==> src/hdl/clk_wdt_pkg.sv <==
package clk_wdt_pkg;
  // register offsets
  localparam logic [8:0] ADDR_TIMER_CLOCK_CONFIG = 9'h031;
  localparam logic [8:0] ADDR_CLOCK_PIN_OUTPUT_CONFIG = 9'h032;
  localparam logic [8:0] ADDR_USB_OSCILLATOR_LOCK_CONFIG = 9'h039;
  localparam logic [8:0] ADDR_SYSTEM_STATUS_CONTROL = 9'h0FF;
  localparam logic [8:0] ADDR_WATCHDOG_CLEAR_REGISTER = 9'h0E3;
  localparam logic [8:0] ADDR_OSCILLATOR_CONTROL_ZERO = 9'h1E0;
  localparam logic [8:0] ADDR_RELOAD_LOW = 9'h024;
  localparam logic [8:0] ADDR_RELOAD_HIGH = 9'h025;
  localparam logic [8:0] ADDR_CLOCK_CPU_CONFIG = 9'h030;
  // reset values and the watchdog clear key
  localparam logic [7:0] TIMER_CLOCK_CONFIG_RESET = 8'h0C;
  localparam logic [7:0] SYSTEM_STATUS_RESET = 8'h10;
  localparam logic [7:0] WATCHDOG_CLEAR_KEY = 8'h38;
  // field positions
  localparam int LOCK_DISABLE_BIT = 0;
  localparam int FINE_ONLY_BIT = 1;
  localparam int CRYSTAL_ENABLE_BIT = 2;
  localparam int WATCHDOG_FLAG_BIT = 5;
  localparam int POWER_ON_FLAG_BIT = 4;
  localparam int SLEEP_BIT = 3;
  localparam int HALT_BIT = 0;
  localparam int CPU_SELECT_BIT = 0;
  localparam int USB_SELECT_BIT = 5;
  // sources
  localparam logic [1:0] SRC_INTERNAL = 2'h0;
  localparam logic [1:0] SRC_EXTERNAL = 2'h1;
  localparam logic [1:0] SRC_LOW_POWER = 2'h2;
  localparam logic [1:0] SRC_FOURTH = 2'h3;
  // counts
  localparam logic [2:0] WATCHDOG_LIMIT = 3'h3;
  localparam logic [1:0] WAKE_RECOVERY_TICKS = 2'h3;
  localparam logic [2:0] CPU_RESET_DIVIDE = 3'h7;
  localparam real CLOCK_MHZ = 20.0;
  localparam real POWER_ON_HOLD_MS = 20.0;
  localparam int POWER_ON_HOLD_CYCLES = int'(POWER_ON_HOLD_MS * 1000.0 * CLOCK_MHZ);
  // sleep timer prescale in low-power ticks: 32768 / 512, 64, 8, 1
  localparam logic [14:0] SLEEP_DIV_512 = 15'h003F;
  localparam logic [14:0] SLEEP_DIV_64 = 15'h01FF;
  localparam logic [14:0] SLEEP_DIV_8 = 15'h0FFF;
  localparam logic [14:0] SLEEP_DIV_1 = 15'h7FFF;
endpackage

==> src/hdl/timer_clock_reset_watchdog_ctrl.sv <==
// Design decision made here: the strobed register port.
`timescale 1ns/1ps
module timer_clock_reset_watchdog_ctrl
  import clk_wdt_pkg::*;
#(
  parameter int HOLD_CYCLES = POWER_ON_HOLD_CYCLES
) (
  input wire logic I_CLK,
  input wire logic I_RESET,
  input wire logic [8:0] I_ADDR,
  input wire logic [7:0] I_WDATA,
  input wire logic I_WR,
  input wire logic I_RD,
  input wire logic I_TICK_INTERNAL,
  input wire logic I_TICK_LOW_POWER,
  input wire logic I_TICK_CRYSTAL,
  input wire logic I_TICK_CLOCK_INPUT_PIN,
  input wire logic I_USB_PACKET,
  input wire logic I_USB_TOO_FAST,
  input wire logic I_INTERRUPT_PENDING,
  input wire logic I_GLOBAL_INTERRUPT_STATUS_BIT,
  output logic [7:0] O_RDATA,
  output logic O_CAPTURE_TIMER_CLOCK,
  output logic O_INTERVAL_TIMER_CLOCK,
  output logic O_CLOCK_OUTPUT_PIN,
  output logic O_PROCESSOR_CLOCK,
  output logic O_INTERVAL_IRQ,
  output logic O_SLEEP_IRQ,
  output logic O_WATCHDOG_RESET_EVENT,
  output logic O_CPU_RUN,
  output logic O_OSC_STOP,
  output logic O_TRIM_COARSE_UP,
  output logic O_TRIM_COARSE_DOWN,
  output logic O_TRIM_FINE_UP,
  output logic O_TRIM_FINE_DOWN
);

  typedef enum logic [1:0] {ST_HOLD, ST_RUN, ST_SLEEP, ST_WAKE} cpu_state_e;

  // tick inputs come from foreign oscillators, so each passes two flops
  logic [4:0] sync_a;
  logic [4:0] sync_b;
  logic [4:0] sync_c;
  always_ff @(posedge I_CLK or posedge I_RESET) begin
    if (I_RESET) begin
      sync_a <= 5'h00;
      sync_b <= 5'h00;
      sync_c <= 5'h00;
    end else begin
      sync_a <= {I_USB_PACKET, I_TICK_CLOCK_INPUT_PIN, I_TICK_CRYSTAL, I_TICK_LOW_POWER, I_TICK_INTERNAL};
      sync_b <= sync_a;
      sync_c <= sync_b;
    end
  end
  // rising-edge pulses of each source
  logic [4:0] edge_pulse;
  assign edge_pulse = sync_b & ~sync_c;

  logic [7:0] timer_clock_config;
  logic [7:0] clock_pin_output_config;
  logic [7:0] usb_oscillator_lock_config;
  logic [7:0] oscillator_control_zero;
  logic [7:0] clock_cpu_config;
  logic [11:0] interval_reload_value;
  logic watchdog_reset_flag;
  logic power_on_reset_flag;
  logic sleep_bit;
  logic halt_bit;
  logic watchdog_enable;
  logic [2:0] watchdog_counter;
  logic sleep_overflow;
  logic wake_done;
  cpu_state_e cpu_state;

  logic wr_wdt;
  assign wr_wdt = I_WR && (I_ADDR == ADDR_WATCHDOG_CLEAR_REGISTER);

  // external source: crystal when enabled, else plain pin
  logic ext_tick;
  assign ext_tick = clock_pin_output_config[CRYSTAL_ENABLE_BIT] ? edge_pulse[2] : edge_pulse[3];

  function automatic logic pick(input logic [1:0] sel, input logic [4:0] e, input logic ext, input logic fourth);
    unique case (sel)
      SRC_INTERNAL: pick = e[0];
      SRC_EXTERNAL: pick = ext;
      SRC_LOW_POWER: pick = e[1];
      SRC_FOURTH: pick = fourth;
    endcase
  endfunction

  // capture clock: divided source; divider runs on source ticks
  logic cap_src;
  logic [2:0] cap_cnt;
  logic cap_tick;
  logic [2:0] cap_half;
  assign cap_src = pick(timer_clock_config[5:4], edge_pulse, ext_tick, 1'b0);
  assign cap_half = {1'b0, timer_clock_config[7:6]}; // half period 1..4 gives /2,/4,/6,/8
  // the counter only toggles at its terminal count, so a config change never shortens a phase below one tick
  always_ff @(posedge I_CLK or posedge I_RESET) begin
    if (I_RESET) begin
      cap_cnt <= 3'h0;
      O_CAPTURE_TIMER_CLOCK <= 1'b0;
    end else if (cap_src) begin
      if (cap_cnt >= cap_half) begin
        cap_cnt <= 3'h0;
        O_CAPTURE_TIMER_CLOCK <= ~O_CAPTURE_TIMER_CLOCK;
      end else begin
        cap_cnt <= cap_cnt + 3'h1;
      end
    end
  end
  assign cap_tick = cap_src && (cap_cnt >= cap_half) && !O_CAPTURE_TIMER_CLOCK;

  // interval clock: prescale 1..4 on the selected source
  logic it_src;
  logic [1:0] it_cnt;
  logic it_tick;
  assign it_src = pick(timer_clock_config[1:0], edge_pulse, ext_tick, cap_tick);
  assign it_tick = it_src && (it_cnt >= timer_clock_config[3:2]);
  always_ff @(posedge I_CLK or posedge I_RESET) begin
    if (I_RESET) begin
      it_cnt <= 2'h0;
      O_INTERVAL_TIMER_CLOCK <= 1'b0;
    end else begin
      if (it_src) begin
        it_cnt <= it_tick ? 2'h0 : it_cnt + 2'h1;
      end
      O_INTERVAL_TIMER_CLOCK <= it_tick;
    end
  end

  // interval down counter
  logic [11:0] interval_down_counter;
  always_ff @(posedge I_CLK or posedge I_RESET) begin
    if (I_RESET) begin
      interval_down_counter <= 12'h000;
      O_INTERVAL_IRQ <= 1'b0;
    end else begin
      O_INTERVAL_IRQ <= 1'b0;
      if (it_tick) begin
        if (interval_down_counter == 12'h000) begin
          interval_down_counter <= interval_reload_value;
          O_INTERVAL_IRQ <= 1'b1;
        end else begin
          interval_down_counter <= interval_down_counter - 12'h001;
        end
      end
    end
  end

  // processor clock: internal or external source over 2^n
  logic cpu_src;
  logic [6:0] cpu_cnt;
  logic [6:0] cpu_limit;
  logic cpu_ext_sel;
  assign cpu_ext_sel = clock_cpu_config[CPU_SELECT_BIT] && (cpu_state != ST_SLEEP) && (cpu_state != ST_WAKE);
  assign cpu_src = cpu_ext_sel ? ext_tick : edge_pulse[0];
  always_comb begin
    unique case (oscillator_control_zero[2:0])
      3'h0: cpu_limit = 7'h07;
      3'h1: cpu_limit = 7'h03;
      3'h2: cpu_limit = 7'h01;
      3'h3: cpu_limit = 7'h00;
      3'h4: cpu_limit = 7'h0F;
      3'h5: cpu_limit = 7'h1F;
      3'h6: cpu_limit = 7'h7F;
      3'h7: cpu_limit = 7'h7F;
    endcase
  end
  always_ff @(posedge I_CLK or posedge I_RESET) begin
    if (I_RESET) begin
      cpu_cnt <= 7'h00;
      O_PROCESSOR_CLOCK <= 1'b0;
    end else begin
      O_PROCESSOR_CLOCK <= 1'b0;
      if (cpu_src && !O_OSC_STOP) begin
        if (cpu_cnt >= cpu_limit) begin
          cpu_cnt <= 7'h00;
          O_PROCESSOR_CLOCK <= 1'b1;
        end else begin
          cpu_cnt <= cpu_cnt + 7'h01;
        end
      end
    end
  end

  // clock output pin source
  always_ff @(posedge I_CLK or posedge I_RESET) begin
    if (I_RESET) begin
      O_CLOCK_OUTPUT_PIN <= 1'b0;
    end else begin
      O_CLOCK_OUTPUT_PIN <= pick(clock_pin_output_config[1:0], edge_pulse, ext_tick, O_PROCESSOR_CLOCK);
    end
  end

  // usb oscillator lock: compares packets against internal tick count
  logic [15:0] trim_cnt;
  logic lock_active;
  logic [15:0] trim_target;
  assign trim_target = 16'h3000;
  assign lock_active = !usb_oscillator_lock_config[LOCK_DISABLE_BIT] && !clock_cpu_config[USB_SELECT_BIT];
  always_ff @(posedge I_CLK or posedge I_RESET) begin
    if (I_RESET) begin
      trim_cnt <= 16'h0000;
      O_TRIM_COARSE_UP <= 1'b0;
      O_TRIM_COARSE_DOWN <= 1'b0;
      O_TRIM_FINE_UP <= 1'b0;
      O_TRIM_FINE_DOWN <= 1'b0;
    end else begin
      O_TRIM_COARSE_UP <= 1'b0;
      O_TRIM_COARSE_DOWN <= 1'b0;
      O_TRIM_FINE_UP <= 1'b0;
      O_TRIM_FINE_DOWN <= 1'b0;
      if (edge_pulse[4]) begin
        trim_cnt <= 16'h0000;
        if (lock_active) begin
          if (!usb_oscillator_lock_config[FINE_ONLY_BIT] && I_USB_TOO_FAST && trim_cnt > 16'h3300) begin
            O_TRIM_COARSE_DOWN <= 1'b1;
          end else if (!usb_oscillator_lock_config[FINE_ONLY_BIT] && !I_USB_TOO_FAST && trim_cnt < 16'h2D00) begin
            O_TRIM_COARSE_UP <= 1'b1;
          end else if (trim_cnt > trim_target) begin
            O_TRIM_FINE_DOWN <= 1'b1;
          end else if (trim_cnt < trim_target) begin
            O_TRIM_FINE_UP <= 1'b1;
          end
        end
      end else if (edge_pulse[0] && trim_cnt != 16'hFFFF) begin
        trim_cnt <= trim_cnt + 16'h0001;
      end
    end
  end

  // sleep timer on low-power ticks
  logic [14:0] sleep_cnt;
  logic [14:0] sleep_limit;
  always_comb begin
    unique case (oscillator_control_zero[4:3])
      2'h0: sleep_limit = SLEEP_DIV_512;
      2'h1: sleep_limit = SLEEP_DIV_64;
      2'h2: sleep_limit = SLEEP_DIV_8;
      2'h3: sleep_limit = SLEEP_DIV_1;
    endcase
  end
  assign sleep_overflow = edge_pulse[1] && (sleep_cnt >= sleep_limit);
  always_ff @(posedge I_CLK or posedge I_RESET) begin
    if (I_RESET) begin
      sleep_cnt <= 15'h0000;
      O_SLEEP_IRQ <= 1'b0;
    end else begin
      O_SLEEP_IRQ <= sleep_overflow;
      if (wr_wdt && I_WDATA == WATCHDOG_CLEAR_KEY) begin
        sleep_cnt <= 15'h0000;
      end else if (edge_pulse[1]) begin
        sleep_cnt <= sleep_overflow ? 15'h0000 : sleep_cnt + 15'h0001;
      end
    end
  end

  // watchdog counter; the reset pulse goes to the system reset controller
  always_ff @(posedge I_CLK or posedge I_RESET) begin
    if (I_RESET) begin
      watchdog_counter <= 3'h0;
      O_WATCHDOG_RESET_EVENT <= 1'b0;
    end else begin
      O_WATCHDOG_RESET_EVENT <= 1'b0;
      if (wr_wdt) begin
        watchdog_counter <= 3'h0;
      end else if (sleep_overflow && watchdog_enable && !power_on_reset_flag) begin
        if (watchdog_counter + 3'h1 >= WATCHDOG_LIMIT) begin
          watchdog_counter <= 3'h0;
          O_WATCHDOG_RESET_EVENT <= 1'b1;
        end else begin
          watchdog_counter <= watchdog_counter + 3'h1;
        end
      end
    end
  end

  // cpu sequencing
  logic [$clog2(HOLD_CYCLES+1)-1:0] hold_cnt;
  logic [1:0] wake_cnt;
  assign wake_done = edge_pulse[1] && (wake_cnt + 2'h1 >= WAKE_RECOVERY_TICKS);
  always_ff @(posedge I_CLK or posedge I_RESET) begin
    if (I_RESET) begin
      cpu_state <= ST_HOLD;
      hold_cnt <= '0;
      wake_cnt <= 2'h0;
      O_CPU_RUN <= 1'b0;
      O_OSC_STOP <= 1'b0;
    end else begin
      unique case (cpu_state)
        ST_HOLD: begin
          if (hold_cnt == ($clog2(HOLD_CYCLES+1))'(HOLD_CYCLES - 1)) begin
            cpu_state <= ST_RUN;
            O_CPU_RUN <= !halt_bit;
          end else begin
            hold_cnt <= hold_cnt + 1'b1;
          end
        end
        ST_RUN: begin
          if (halt_bit) begin
            O_CPU_RUN <= 1'b0;
          end else if (sleep_bit) begin
            cpu_state <= ST_SLEEP;
            O_CPU_RUN <= 1'b0;
            O_OSC_STOP <= 1'b1;
          end
        end
        ST_SLEEP: begin
          if (I_INTERRUPT_PENDING) begin
            cpu_state <= ST_WAKE;
            O_OSC_STOP <= 1'b0;
            wake_cnt <= 2'h0;
          end
        end
        ST_WAKE: begin
          if (wake_done) begin
            cpu_state <= ST_RUN;
            O_CPU_RUN <= !halt_bit;
          end else if (edge_pulse[1]) begin
            wake_cnt <= wake_cnt + 2'h1;
          end
        end
      endcase
    end
  end

  // register writes; reset is a power-on or watchdog reset fed back to I_RESET
  always_ff @(posedge I_CLK or posedge I_RESET) begin
    if (I_RESET) begin
      timer_clock_config <= TIMER_CLOCK_CONFIG_RESET;
      clock_pin_output_config <= 8'h00;
      usb_oscillator_lock_config <= 8'h00;
      oscillator_control_zero <= 8'h00;
      clock_cpu_config <= 8'h00;
      interval_reload_value <= 12'h000;
    end else if (I_WR) begin
      unique case (I_ADDR)
        ADDR_TIMER_CLOCK_CONFIG: timer_clock_config <= I_WDATA;
        ADDR_CLOCK_PIN_OUTPUT_CONFIG: clock_pin_output_config <= I_WDATA & 8'h07;
        ADDR_USB_OSCILLATOR_LOCK_CONFIG: usb_oscillator_lock_config <= I_WDATA & 8'h03;
        ADDR_OSCILLATOR_CONTROL_ZERO: oscillator_control_zero <= I_WDATA & 8'h3F;
        ADDR_CLOCK_CPU_CONFIG: clock_cpu_config <= I_WDATA & 8'h61;
        ADDR_RELOAD_LOW: interval_reload_value[7:0] <= I_WDATA;
        ADDR_RELOAD_HIGH: interval_reload_value[11:8] <= I_WDATA[3:0];
        default: ;
      endcase
    end
  end

  // status and control; software can only clear the flags, and reset reloads them (watchdog flag cleared, power-on flag set)
  logic scr_wr;
  assign scr_wr = I_WR && (I_ADDR == ADDR_SYSTEM_STATUS_CONTROL);
  always_ff @(posedge I_CLK or posedge I_RESET) begin
    if (I_RESET) begin
      power_on_reset_flag <= SYSTEM_STATUS_RESET[POWER_ON_FLAG_BIT];
      watchdog_reset_flag <= SYSTEM_STATUS_RESET[WATCHDOG_FLAG_BIT];
      sleep_bit <= 1'b0;
      halt_bit <= 1'b0;
    end else begin
      if (scr_wr && !I_WDATA[POWER_ON_FLAG_BIT]) begin
        power_on_reset_flag <= 1'b0;
      end
      if (O_WATCHDOG_RESET_EVENT) begin
        watchdog_reset_flag <= 1'b1;
      end else if (scr_wr && !I_WDATA[WATCHDOG_FLAG_BIT]) begin
        watchdog_reset_flag <= 1'b0;
      end
      if (scr_wr) begin
        sleep_bit <= I_WDATA[SLEEP_BIT];
        halt_bit <= halt_bit | I_WDATA[HALT_BIT];
      end else if (cpu_state == ST_WAKE && wake_done) begin
        sleep_bit <= 1'b0;
      end
    end
  end

  // watchdog enable shares I_RESET with the other registers: any reset clears it, a write with the power-on flag bit low sets it
  always_ff @(posedge I_CLK or posedge I_RESET) begin
    if (I_RESET) begin
      watchdog_enable <= 1'b0;
    end else if (scr_wr && !I_WDATA[POWER_ON_FLAG_BIT]) begin
      watchdog_enable <= 1'b1;
    end
  end

  // read data, one cycle after the strobe
  always_ff @(posedge I_CLK or posedge I_RESET) begin
    if (I_RESET) begin
      O_RDATA <= 8'h00;
    end else if (I_RD) begin
      unique case (I_ADDR)
        ADDR_TIMER_CLOCK_CONFIG: O_RDATA <= timer_clock_config;
        ADDR_CLOCK_PIN_OUTPUT_CONFIG: O_RDATA <= clock_pin_output_config;
        ADDR_USB_OSCILLATOR_LOCK_CONFIG: O_RDATA <= usb_oscillator_lock_config;
        ADDR_OSCILLATOR_CONTROL_ZERO: O_RDATA <= oscillator_control_zero;
        ADDR_CLOCK_CPU_CONFIG: O_RDATA <= clock_cpu_config;
        ADDR_RELOAD_LOW: O_RDATA <= interval_reload_value[7:0];
        ADDR_RELOAD_HIGH: O_RDATA <= {4'h0, interval_reload_value[11:8]};
        ADDR_SYSTEM_STATUS_CONTROL: O_RDATA <= {I_GLOBAL_INTERRUPT_STATUS_BIT, 1'b0, watchdog_reset_flag,
          power_on_reset_flag, sleep_bit, 2'h0, halt_bit};
        default: O_RDATA <= 8'h00;
      endcase
    end else begin
      O_RDATA <= 8'h00;
    end
  end

endmodule // timer_clock_reset_watchdog_ctrl

==> config.mk <==
export PLATFORM = sky130hd
export DESIGN_NAME = timer_clock_reset_watchdog_ctrl
export DESIGN_NICKNAME = d
export VERILOG_FILES = /design/src/hdl/clk_wdt_pkg.sv /design/src/hdl/timer_clock_reset_watchdog_ctrl.sv
export SDC_FILE = /design/constraint.sdc
export NUM_CORES = 1
export LEC_CHECK = 0
export BUFFER_PORTS_ARGS = -buffer_cell sky130_fd_sc_hd__buf_2
export CELL_PAD_IN_SITES_DETAIL_PLACEMENT = 1
export CELL_PAD_IN_SITES_GLOBAL_PLACEMENT = 1
export CORE_MARGIN = 3
export CORE_UTILIZATION = 44
export CTS_CLUSTER_DIAMETER = 60
export CTS_CLUSTER_SIZE = 25
export DETAILED_ROUTE_END_ITERATION = 6
export PLACE_DENSITY = 0.76
export SLEW_MARGIN = 15
export SYNTH_ARGS = -nofsm -noshare
export SYNTH_HDL_FRONTEND = slang
export SYNTH_SLANG_ARGS = --single-unit
==> constraint.sdc <==
create_clock -name I_CLK -period 4.83 [get_ports I_CLK]
set_input_delay 0.7245 -clock I_CLK [delete_from_list [all_inputs] [get_ports I_CLK]]
set_output_delay 0.7245 -clock I_CLK [all_outputs]
set_load 0.02 [all_outputs]
==> results.json, run 1 <==
{
  "yosys.area.top_type": "dfrtp_1",
  "crit_slowest_cell": "nand3_1",
  "cp_slowest_stage_delay_ns": 0.67,
  "fp.dieH_um": 139,
  "dieArea_mm2": 0.0194,
  "worst-path-buf-inv": 0,
  "synthMuxAreaShare": 0.0609,
  "ys_types": 65,
  "drc": 0,
  "fp.coreArea_mm2": 0.0174,
  "synth-edff-count": 0,
  "irDropWorstVdd_mv": 0.243,
  "dpl.cell_count": 1026,
  "synthToLayoutAreaGrowth_pct": 15.0,
  "worstHoldStart": "sync_a[3]$_DFF_PP0_",
  "crit_start": "interval_down_counter[4]$_DFFE_PP0P_",
  "setup_ws_ns": 1.94,
  "final.fill_count": 1913,
  "final_area_mm2": 0.00898,
  "gp_congestion": 0.878,
  "antenna_left": 0,
  "grt_pass1_vias": 6781,
  "portBuffers": 49,
  "p_seq_frac": 0.425,
  "synth_top_area_share": 0.490,
  "fin_setup_tns_ns": 0,
  "rr_worst_depth": 5,
  "path_cells": "or3_1 -> nor4b_1 -> nand3_1 -> o21ai_0 -> a21oi_1",
  "wire_per_inst_um": 19.9,
  "clock_sinks": 156,
  "crit_type": "register to register",
  "cts_setup_buffers": 0,
  "crit_fanout": 20,
  "end_kind": "register",
  "power_frac_comb": 0.184,
  "ctsLongestPathBuffers": 2,
  "tightest_slew_ns": 1.09,
  "syn-cell-area_mm2": 0.00781,
  "setup_violations": 0,
  "first_pass_iters": 4,
  "timing.rr.end": "interval_down_counter[2]$_DFFE_PP0P_",
  "die_w_um": 139,
  "yosysMostFrequentCell": "dfrtp_1",
  "power.density_mw_per_mm2": 431,
  "rsz0062_at_grt": "false",
  "tritoncts": "done",
  "synth_top_family_by_area": "simple AND/OR/NAND/NOR gates",
  "avgSynthCellArea_um2": 10.2,
  "synth-simple-area-share": 0.205,
  "start_util": 0.450,
  "synth.area.top_cells": "dfrtp_1, ha_1, mux2_2",
  "io_pins": 50,
  "synth_compound_gate_area_share": 0.107,
  "synthFlopType": "dfrtp_1",
  "skew_ns": 0.0104,
  "r2r_start": "interval_down_counter[4]$_DFFE_PP0P_",
  "crit_path_start_kind": "register",
  "cts-root-buf": "clkbuf_16",
  "grt-ovfl-total": 0,
  "track_usage": 0.224,
  "crit_required_ns": 5.09,
  "synth-seq-area-share": 0.500,
  "min_to": "sync_b[3]$_DFF_PP0_",
  "min_period_over_period": 0.598,
  "power.total_mw": 3.87,
  "antenna_found_initial": 1,
  "rows": 48,
  "synth_nets": 827,
  "dp_hpwl_um": 14900,
  "max_freq_mhz": 346,
  "synth_commonest_cells": "dfrtp_1, nand2_1, nor2_1",
  "stdcell_count": 1057,
  "dp_slack_ns": 1.90,
  "htreeDepth": 4,
  "clkLatencyLatePin_ns": 0.43,
  "postCtsResizedCells": 0,
  "power_switching_mw": 1.14,
  "reg2reg_slack_ns": 1.94,
  "hp-class": "register to register",
  "period_needed_ns": 2.89,
  "grt_pass1_wl_um": 35100,
  "ctsHoldBuffers": 0,
  "antenna_cells": 0,
  "status": "completed",
  "drtIter0Drc": 297,
  "cts.clk_slew.worst_paths_ns": 0.06,
  "dpl_cell_area_mm2": 0.00832,
  "power_leakage_nw": 4.13,
  "cts_buffers": 17,
  "intPower_mw": 2.73,
  "crit_family": "simple AND/OR/NAND/NOR gates",
  "synth-xor-area-share": 0.0493,
  "nNetsFinal": 883,
  "cp_data_arrival_time_ns": 3.14,
  "wl_um": 21000,
  "grt_max_degree": 118,
  "power_frac_clock": 0.391,
  "p_sw_frac": 0.296,
  "slew_viol_final": 0,
  "hold_depth": 0,
  "post_synth_fa_ha_maj_area_fraction": 0.0545,
  "async_reset_ff_frac": 1.00,
  "drv_cap": 0,
  "netlist_instances": 764,
  "ys_ff_latch": 156,
  "detail_route.vias_per_cell": 5.82,
  "relSlewSlack": 0.274,
  "via_count": 6153,
  "drive_gt1_frac": 0.162,
  "hold_viol": 0,
  "yosys_warnings": 0
}
state kept, by name, indices dropped and copies added, names as in the netlist, 6 cells and up:
name                     cells
hold_cnt                    19
timer_clock_config           8
cpu_cnt                      7
sleep_cnt                   15
O_RDATA                      8
oscillator_control_zero      6
trim_cnt                    16
interval_down_counter       12
interval_reload_value       12
cells in the final DEF, fill, tap and decap left out, types with 17 or more instances in the layout:
cell type and count:
a21oi_1 44, buf_2 49, clkbuf_16 17, dfrtp_1 153
ha_1 34, inv_1 31, mux2_2 34, nand2_1 87
nand3_1 34, nand4_1 19, nor2_1 63, nor3_1 17
o21ai_0 35, xnor2_1 18, xor2_1 26
area by class of cell:
class,instances,area [um^2],share of cell area
Clock buffer,20,447,0.0497
Clock inverter,11,216,0.0241
Inverter,32,124,0.0138
Multi-Input combinational cell,561,3720,0.415
Sequential cell,156,3910,0.435
Tap cell,225,282,0.0314
Timing Repair Buffer,52,280,0.0312
per-layer routing:
metal / vias up / GRT usage / routed length, um
met5: - / 0 / 13
li1: 2841 / - / -
met2: 103 / 0.390 / 10800
met3: 38 / 0.0495 / 616
met4: 2 / 0.0731 / 389
met1: 3169 / 0.277 / 9120
cells by family (layout without fill, tap and decap cells):
group                      after synthesis  after routing
xor gates and xnor gates                44             44
buffers and inverters                   47            115
AOI/OAI and AO/OA                      131            131
DFF                                    156            156
and+or+nand+nor                        310            310
adders and majority gates               34             34
muxes                                   42             42
worst max-delay path by stage:
stage,endpoint,slack [ns],cells past startpoint
6_report,interval_down_counter[2]$_DFFE_PP0P_,1.94,5
5_1_grt,interval_down_counter[2]$_DFFE_PP0P_,1.63,5
4_1_cts,interval_down_counter[2]$_DFFE_PP0P_,2.01,5
3_5_place_dp,timer_clock_config[5]$_DFFE_PP0P_,1.90,6
3_3_place_gp,timer_clock_config[7]$_DFFE_PP0P_,1.95,6
2_1_floorplan,O_CAPTURE_TIMER_CLOCK$_DFFE_PP0N_,2.14,1
per-stage QoR:
stage / hold WS [ns] / util
finish: 0.349 / 0.517
global route: 0.366 / 0.517
CTS: 0.351 / 0.517
floorplan: 0.331 / -
global placement: 0.334 / 0.479
detailed placement: 0.336 / 0.479
power by group through the flow:
| stage | Sequential [mW] | Combinational, mW | Clock (mW) |
|---|---|---|---|
| 2_1_floorplan | 1.62 | 0.498 | 0 |
| 3_3_place_gp | 1.64 | 0.640 | 0 |
| 3_5_place_dp | 1.66 | 0.700 | 0 |
| 4_1_cts | 1.64 | 0.717 | 1.55 |
| 5_1_grt | 1.67 | 0.803 | 1.61 |
| 6_report | 1.65 | 0.710 | 1.51 |
Power figures use the tool's default switching activity.
==> run 2, diff against run 1 <==
==> constraint.sdc (replaced) <==
create_clock -name I_CLK -period 2.3 [get_ports I_CLK]
set_input_delay 0.345 -clock I_CLK [delete_from_list [all_inputs] [get_ports I_CLK]]
set_output_delay 0.345 -clock I_CLK [all_outputs]
set_load 0.02 [all_outputs]
==> results.json, run 2 (synthesized netlist as in run 1, its figures left out) <==
{
  "use_met3": 0.0488,
  "p_sw_frac": 0.309,
  "crit_start": "oscillator_control_zero[4]$_DFFE_PP0P_",
  "grt_pass1_wl_um": 35500,
  "hp-class": "input pin to register",
  "power.density_mw_per_mm2": 844,
  "start_util": 0.450,
  "gp_congestion": 0.838,
  "portBuffers": 49,
  "wl_um": 21600,
  "antenna_found_initial": 0,
  "violations": "negative setup slack",
  "p_seq_frac": 0.430,
  "largest_register_ffs": 19,
  "tritoncts": "done",
  "max_freq_mhz": 428,
  "intPower_mw": 5.54,
  "power_switching_mw": 2.48,
  "tightest_slew_ns": 0.550,
  "dpl.cell_count": 1061,
  "fin_setup_tns_ns": -0.0703,
  "use_met1": 0.291,
  "top_regs": "hold_cnt: 19 flops, trim_cnt: 16 flops, sleep_cnt: 15 flops",
  "dieArea_mm2": 0.0194,
  "busiest_layer": "met2",
  "fp.dieH_um": 139,
  "ctsLongestPathBuffers": 2,
  "grt_pass1_vias": 6866,
  "antenna_left": 0,
  "setup_ws_ns": -0.0373,
  "min_period_over_period": 1.02,
  "power_frac_clock": 0.363,
  "dp_slack_ns": -0.159,
  "cts-root-buf": "clkbuf_16",
  "crit_path_start_kind": "register",
  "layout_commonest_cell": "dfrtp_1",
  "slew_viol_final": 0,
  "setup_violations": 2,
  "largest_register": "hold_cnt",
  "status": "complete, but fails checks",
  "via_count": 6331,
  "relSlewSlack": 0.628,
  "dp_hpwl_um": 15100,
  "antenna_cells": 0,
  "period_needed_ns": 2.34,
  "power.total_mw": 8.02,
  "clkLatencyLatePin_ns": 0.43,
  "worstHoldStart": "I_TICK_CLOCK_INPUT_PIN",
  "power_leakage_nw": 4.40,
  "drv_cap": 0,
  "r2r_start": "oscillator_control_zero[4]$_DFFE_PP0P_",
  "layout_common_cells": "dfrtp_1, nand2_1, nor2_1",
  "grt_max_degree": 77,
  "whs_ns": 0.0216,
  "rows": 48,
  "die_w_um": 139,
  "fp.coreArea_mm2": 0.0174,
  "use_met2": 0.388,
  "clock_sinks": 156,
  "cts.clk_slew.worst_paths_ns": 0.06,
  "io_pins": 50,
  "rsz0062_at_grt": "true",
  "wire_per_inst_um": 19.6,
  "first_pass_iters": 5,
  "stdcell_count": 1103,
  "grt-ovfl-total": 0,
  "htreeDepth": 4,
  "power_frac_comb": 0.207,
  "crit_type": "register to register",
  "crit_required_ns": 2.66,
  "drc": 0,
  "synthToLayoutAreaGrowth_pct": 21.7,
  "crit_fanout": 5,
  "irDropWorstVdd_mv": 0.545,
  "drive_gt1_frac": 0.238,
  "skew_ns": 0.00854,
  "cts_buffers": 17,
  "cp_data_arrival_time_ns": 2.70,
  "detail_route.vias_per_cell": 5.74,
  "track_usage": 0.226,
  "drtIter0Drc": 318,
  "hold_viol": 0,
  "end_kind": "register",
  "nNetsFinal": 928
}
==> run 2: power groups by stage <==
stage	registers [mW]	logic (mW)	clock network, mW
after floorplan	3.41	1.05	0
after global placement	3.44	1.43	0
after detailed placement	3.47	1.54	0
after CTS	3.44	1.59	2.96
after global routing	3.51	1.87	3.12
final	3.45	1.66	2.91
==> run 2: area by class of cell <==
cell class              count  area [um^2]
clock inverters            12          160
repair buffers             97          658
clock buffers              20          447
multi-input cells         561         3920
inverters                  32          126
flip-flops and latches    156         3910
well taps                 225          282
fillers                  1943         7850
==> run 2: worst paths after layout <==
check	end	slack, ns	cells past startpoint
setup / recovery	watchdog_counter[0]$_DFFE_PP0P_	-0.04	9
min in group asynchronous	sync_a[2]$_DFF_PP0_	0.50	3
hold reg to reg	sync_b[1]$_DFF_PP0_	0.36	0
max in group asynchronous	oscillator_control_zero[4]$_DFFE_PP0P_	1.01	4
hold / removal	sync_a[3]$_DFF_PP0_	0.02	1
setup reg to reg	watchdog_counter[0]$_DFFE_PP0P_	-0.04	9
==> run 2: metal layers <==
metal	up-vias	wire length, um	part of all wire
met3	36	820	0.038
li1	2940	-	-
met5	-	0	0
met2	110	11200	0.52
met1	3245	9260	0.43
met4	0	407	0.019
==> run 2: worst max-delay path: stages (launching register included) <==
cell,delay (ns)
dfrtp_2,0.42
buf_6,0.13
inv_4,0.03
ha_4,0.25
nand4_1,0.11
a211oi_2,0.29
o311ai_2,0.18
and3_4,0.21
or4_4,0.52
a21oi_2,0.12
==> run 2: metrics by stage <==
step	cell area (um^2)	util
after floorplan	7820	-
after global placement	8600	0.496
after detailed placement	8600	0.496
after CTS	9300	0.536
after global routing	9500	0.548
final	9500	0.548
==> run 2: what timing repair did <==
item | in CTS | in global routing
pin swaps | 1 | 6
gates resized for setup | 11 | 29
hold endpoints to repair | 16 | 2
endpoints found under the setup margin | 17 | 26
setup buffers | 2 | 5
hold buffers | 1 | 2
==> run 3, diff against run 2 <==
--- a/config.mk
+++ b/config.mk
@@ -14,6 +14,7 @@
 export CTS_CLUSTER_SIZE = 25
 export DETAILED_ROUTE_END_ITERATION = 6
 export PLACE_DENSITY = 0.76
+export SKIP_CTS_REPAIR_TIMING = 1
 export SLEW_MARGIN = 15
 export SYNTH_ARGS = -nofsm -noshare
 export SYNTH_HDL_FRONTEND = slang
==> results.json, run 3 (synthesized netlist as in run 1, its figures left out) <==
{
  "final_area_mm2": 0.00940,
  "gp_congestion": 0.838,
  "hold_depth": 1,
  "clkLatencyLatePin_ns": 0.43,
  "stdcell_count": 1098,
  "r2r_start": "oscillator_control_zero[4]$_DFFE_PP0P_",
  "use_met1": 0.289,
  "io_pins": 50,
  "grt_pass1_wl_um": 35300,
  "layout_common_cells": "dfrtp_1, nand2_1, nor2_1",
  "hold_viol": 0,
  "clock_sinks": 156,
  "power.total_mw": 7.97,
  "setup_violations": 0,
  "crit_end": "watchdog_counter[0]$_DFFE_PP0P_",
  "nNetsFinal": 923,
  "ctsLongestPathBuffers": 2,
  "synthToLayoutAreaGrowth_pct": 20.3,
  "irDropWorstVdd_mv": 0.545,
  "crit_required_ns": 2.66,
  "crit_cells": 8,
  "rows": 48,
  "via_count": 6291,
  "fin_setup_tns_ns": 0,
  "rsz0062_at_grt": "true",
  "cts_buffers": 17,
  "dpl.cell_count": 1061,
  "dp_slack_ns": -0.159,
  "top_regs": "hold_cnt: 19 flops, trim_cnt: 16 flops, sleep_cnt: 15 flops",
  "layout_commonest_cell": "dfrtp_1",
  "largest_register_ffs": 19,
  "fp.dieH_um": 139,
  "slew_viol_final": 0,
  "timing.rr.end": "watchdog_counter[0]$_DFFE_PP0P_",
  "drc": 0,
  "cp_slowest_stage_delay_ns": 0.52,
  "dpl_cell_area_mm2": 0.00860,
  "detail_route.vias_per_cell": 5.73,
  "grt-ovfl-total": 0,
  "start_util": 0.450,
  "drtIter0Drc": 287,
  "drv_cap": 0,
  "grt_pass1_vias": 6842,
  "cp_data_arrival_time_ns": 2.62,
  "crit_path_start_kind": "register",
  "skew_ns": 0.00818,
  "largest_register": "hold_cnt",
  "relSlewSlack": 0.634,
  "fp.coreArea_mm2": 0.0174,
  "setup_ws_ns": 0.0441,
  "busiest_layer": "met2",
  "dieArea_mm2": 0.0194,
  "die_w_um": 139,
  "whs_ns": 0.0207,
  "power_leakage_nw": 4.37,
  "path_cells": "nand2_4 -> ha_4 -> nand4_1 -> a211oi_2 -> o311ai_2 -> and3_4 -> or4_4 -> a21oi_2",
  "hp-class": "input pin to register",
  "worst-path-buf-inv": 0,
  "portBuffers": 49,
  "crit_start": "oscillator_control_zero[4]$_DFFE_PP0P_",
  "reg2reg_slack_ns": 0.04,
  "crit_family": "simple AND/OR/NAND/NOR gates",
  "status": "completed",
  "post-route-util": 0.542,
  "rr_worst_depth": 8,
  "wl_um": 21300,
  "end_kind": "register",
  "antenna_left": 0,
  "wire_per_inst_um": 19.4,
  "period_needed_ns": 2.26,
  "grt_max_degree": 77,
  "crit_type": "register to register",
  "first_pass_iters": 5,
  "dp_hpwl_um": 15100,
  "antenna_found_initial": 0,
  "min_period_over_period": 0.981,
  "antenna_cells": 0,
  "htreeDepth": 4,
  "cts-root-buf": "clkbuf_16",
  "cts.clk_slew.worst_paths_ns": 0.07,
  "tightest_slew_ns": 0.541,
  "track_usage": 0.225,
  "max_freq_mhz": 443,
  "crit_slowest_cell": "or4_4",
  "tritoncts": "done",
  "drive_gt1_frac": 0.225,
  "use_met2": 0.384,
  "power.density_mw_per_mm2": 848,
  "use_met3": 0.0491,
  "crit_fanout": 6
}
==> run 3: cell count changes in the layout (fill, tap and decap cells not counted), sizes merged <==
cell,previous run,this run
buf,94,89
==> run 3: final cells by class <==
class / instances / area, um^2
flip-flops and latches: 156 / 3910
clock buffers: 20 / 447
inverters: 32 / 124
fillers: 1954 / 7960
well taps: 225 / 282
multi-input cells: 561 / 3860
clock inverters: 12 / 160
repair buffers: 92 / 613
==> run 3: worst min-delay path by stage <==
stage	start	endpoint	slack, ns
floorplan	sync_a[0]$_DFF_PP0_	sync_b[0]$_DFF_PP0_	0.33
global placement	sync_a[1]$_DFF_PP0_	sync_b[1]$_DFF_PP0_	0.34
detailed placement	sync_a[1]$_DFF_PP0_	sync_b[1]$_DFF_PP0_	0.34
CTS	I_RESET	sync_a[2]$_DFF_PP0_	-0.05
global route	I_USB_PACKET	sync_a[4]$_DFF_PP0_	0.004
finish	I_TICK_CLOCK_INPUT_PIN	sync_a[3]$_DFF_PP0_	0.02
==> run 3: report_power, final <==
| group | leakage (nW) | switching, mW | total [mW] | internal [mW] |
|---|---|---|---|---|
| logic | 2.02 | 0.908 | 1.61 | 0.707 |
| registers | 2.05 | 0.371 | 3.45 | 3.07 |
| clock network | 0.295 | 1.16 | 2.91 | 1.75 |
| total | 4.37 | 2.44 | 7.97 | 5.53 |
==> run 3: metal layers <==
layer  routed length, um  up-vias
met5                   0        -
met4                 358        0
met3                 737       32
met2               11000      103
met1                9260     3223
li1                    -     2933
==> run 3: worst reg2reg max path, stage by stage, from the launching register on <==
cell and delay, ns:
dfrtp_2 0.44, nand2_4 0.10, ha_4 0.29, nand4_1 0.11, a211oi_2 0.25, o311ai_2 0.17
and3_4 0.21, or4_4 0.52, a21oi_2 0.12
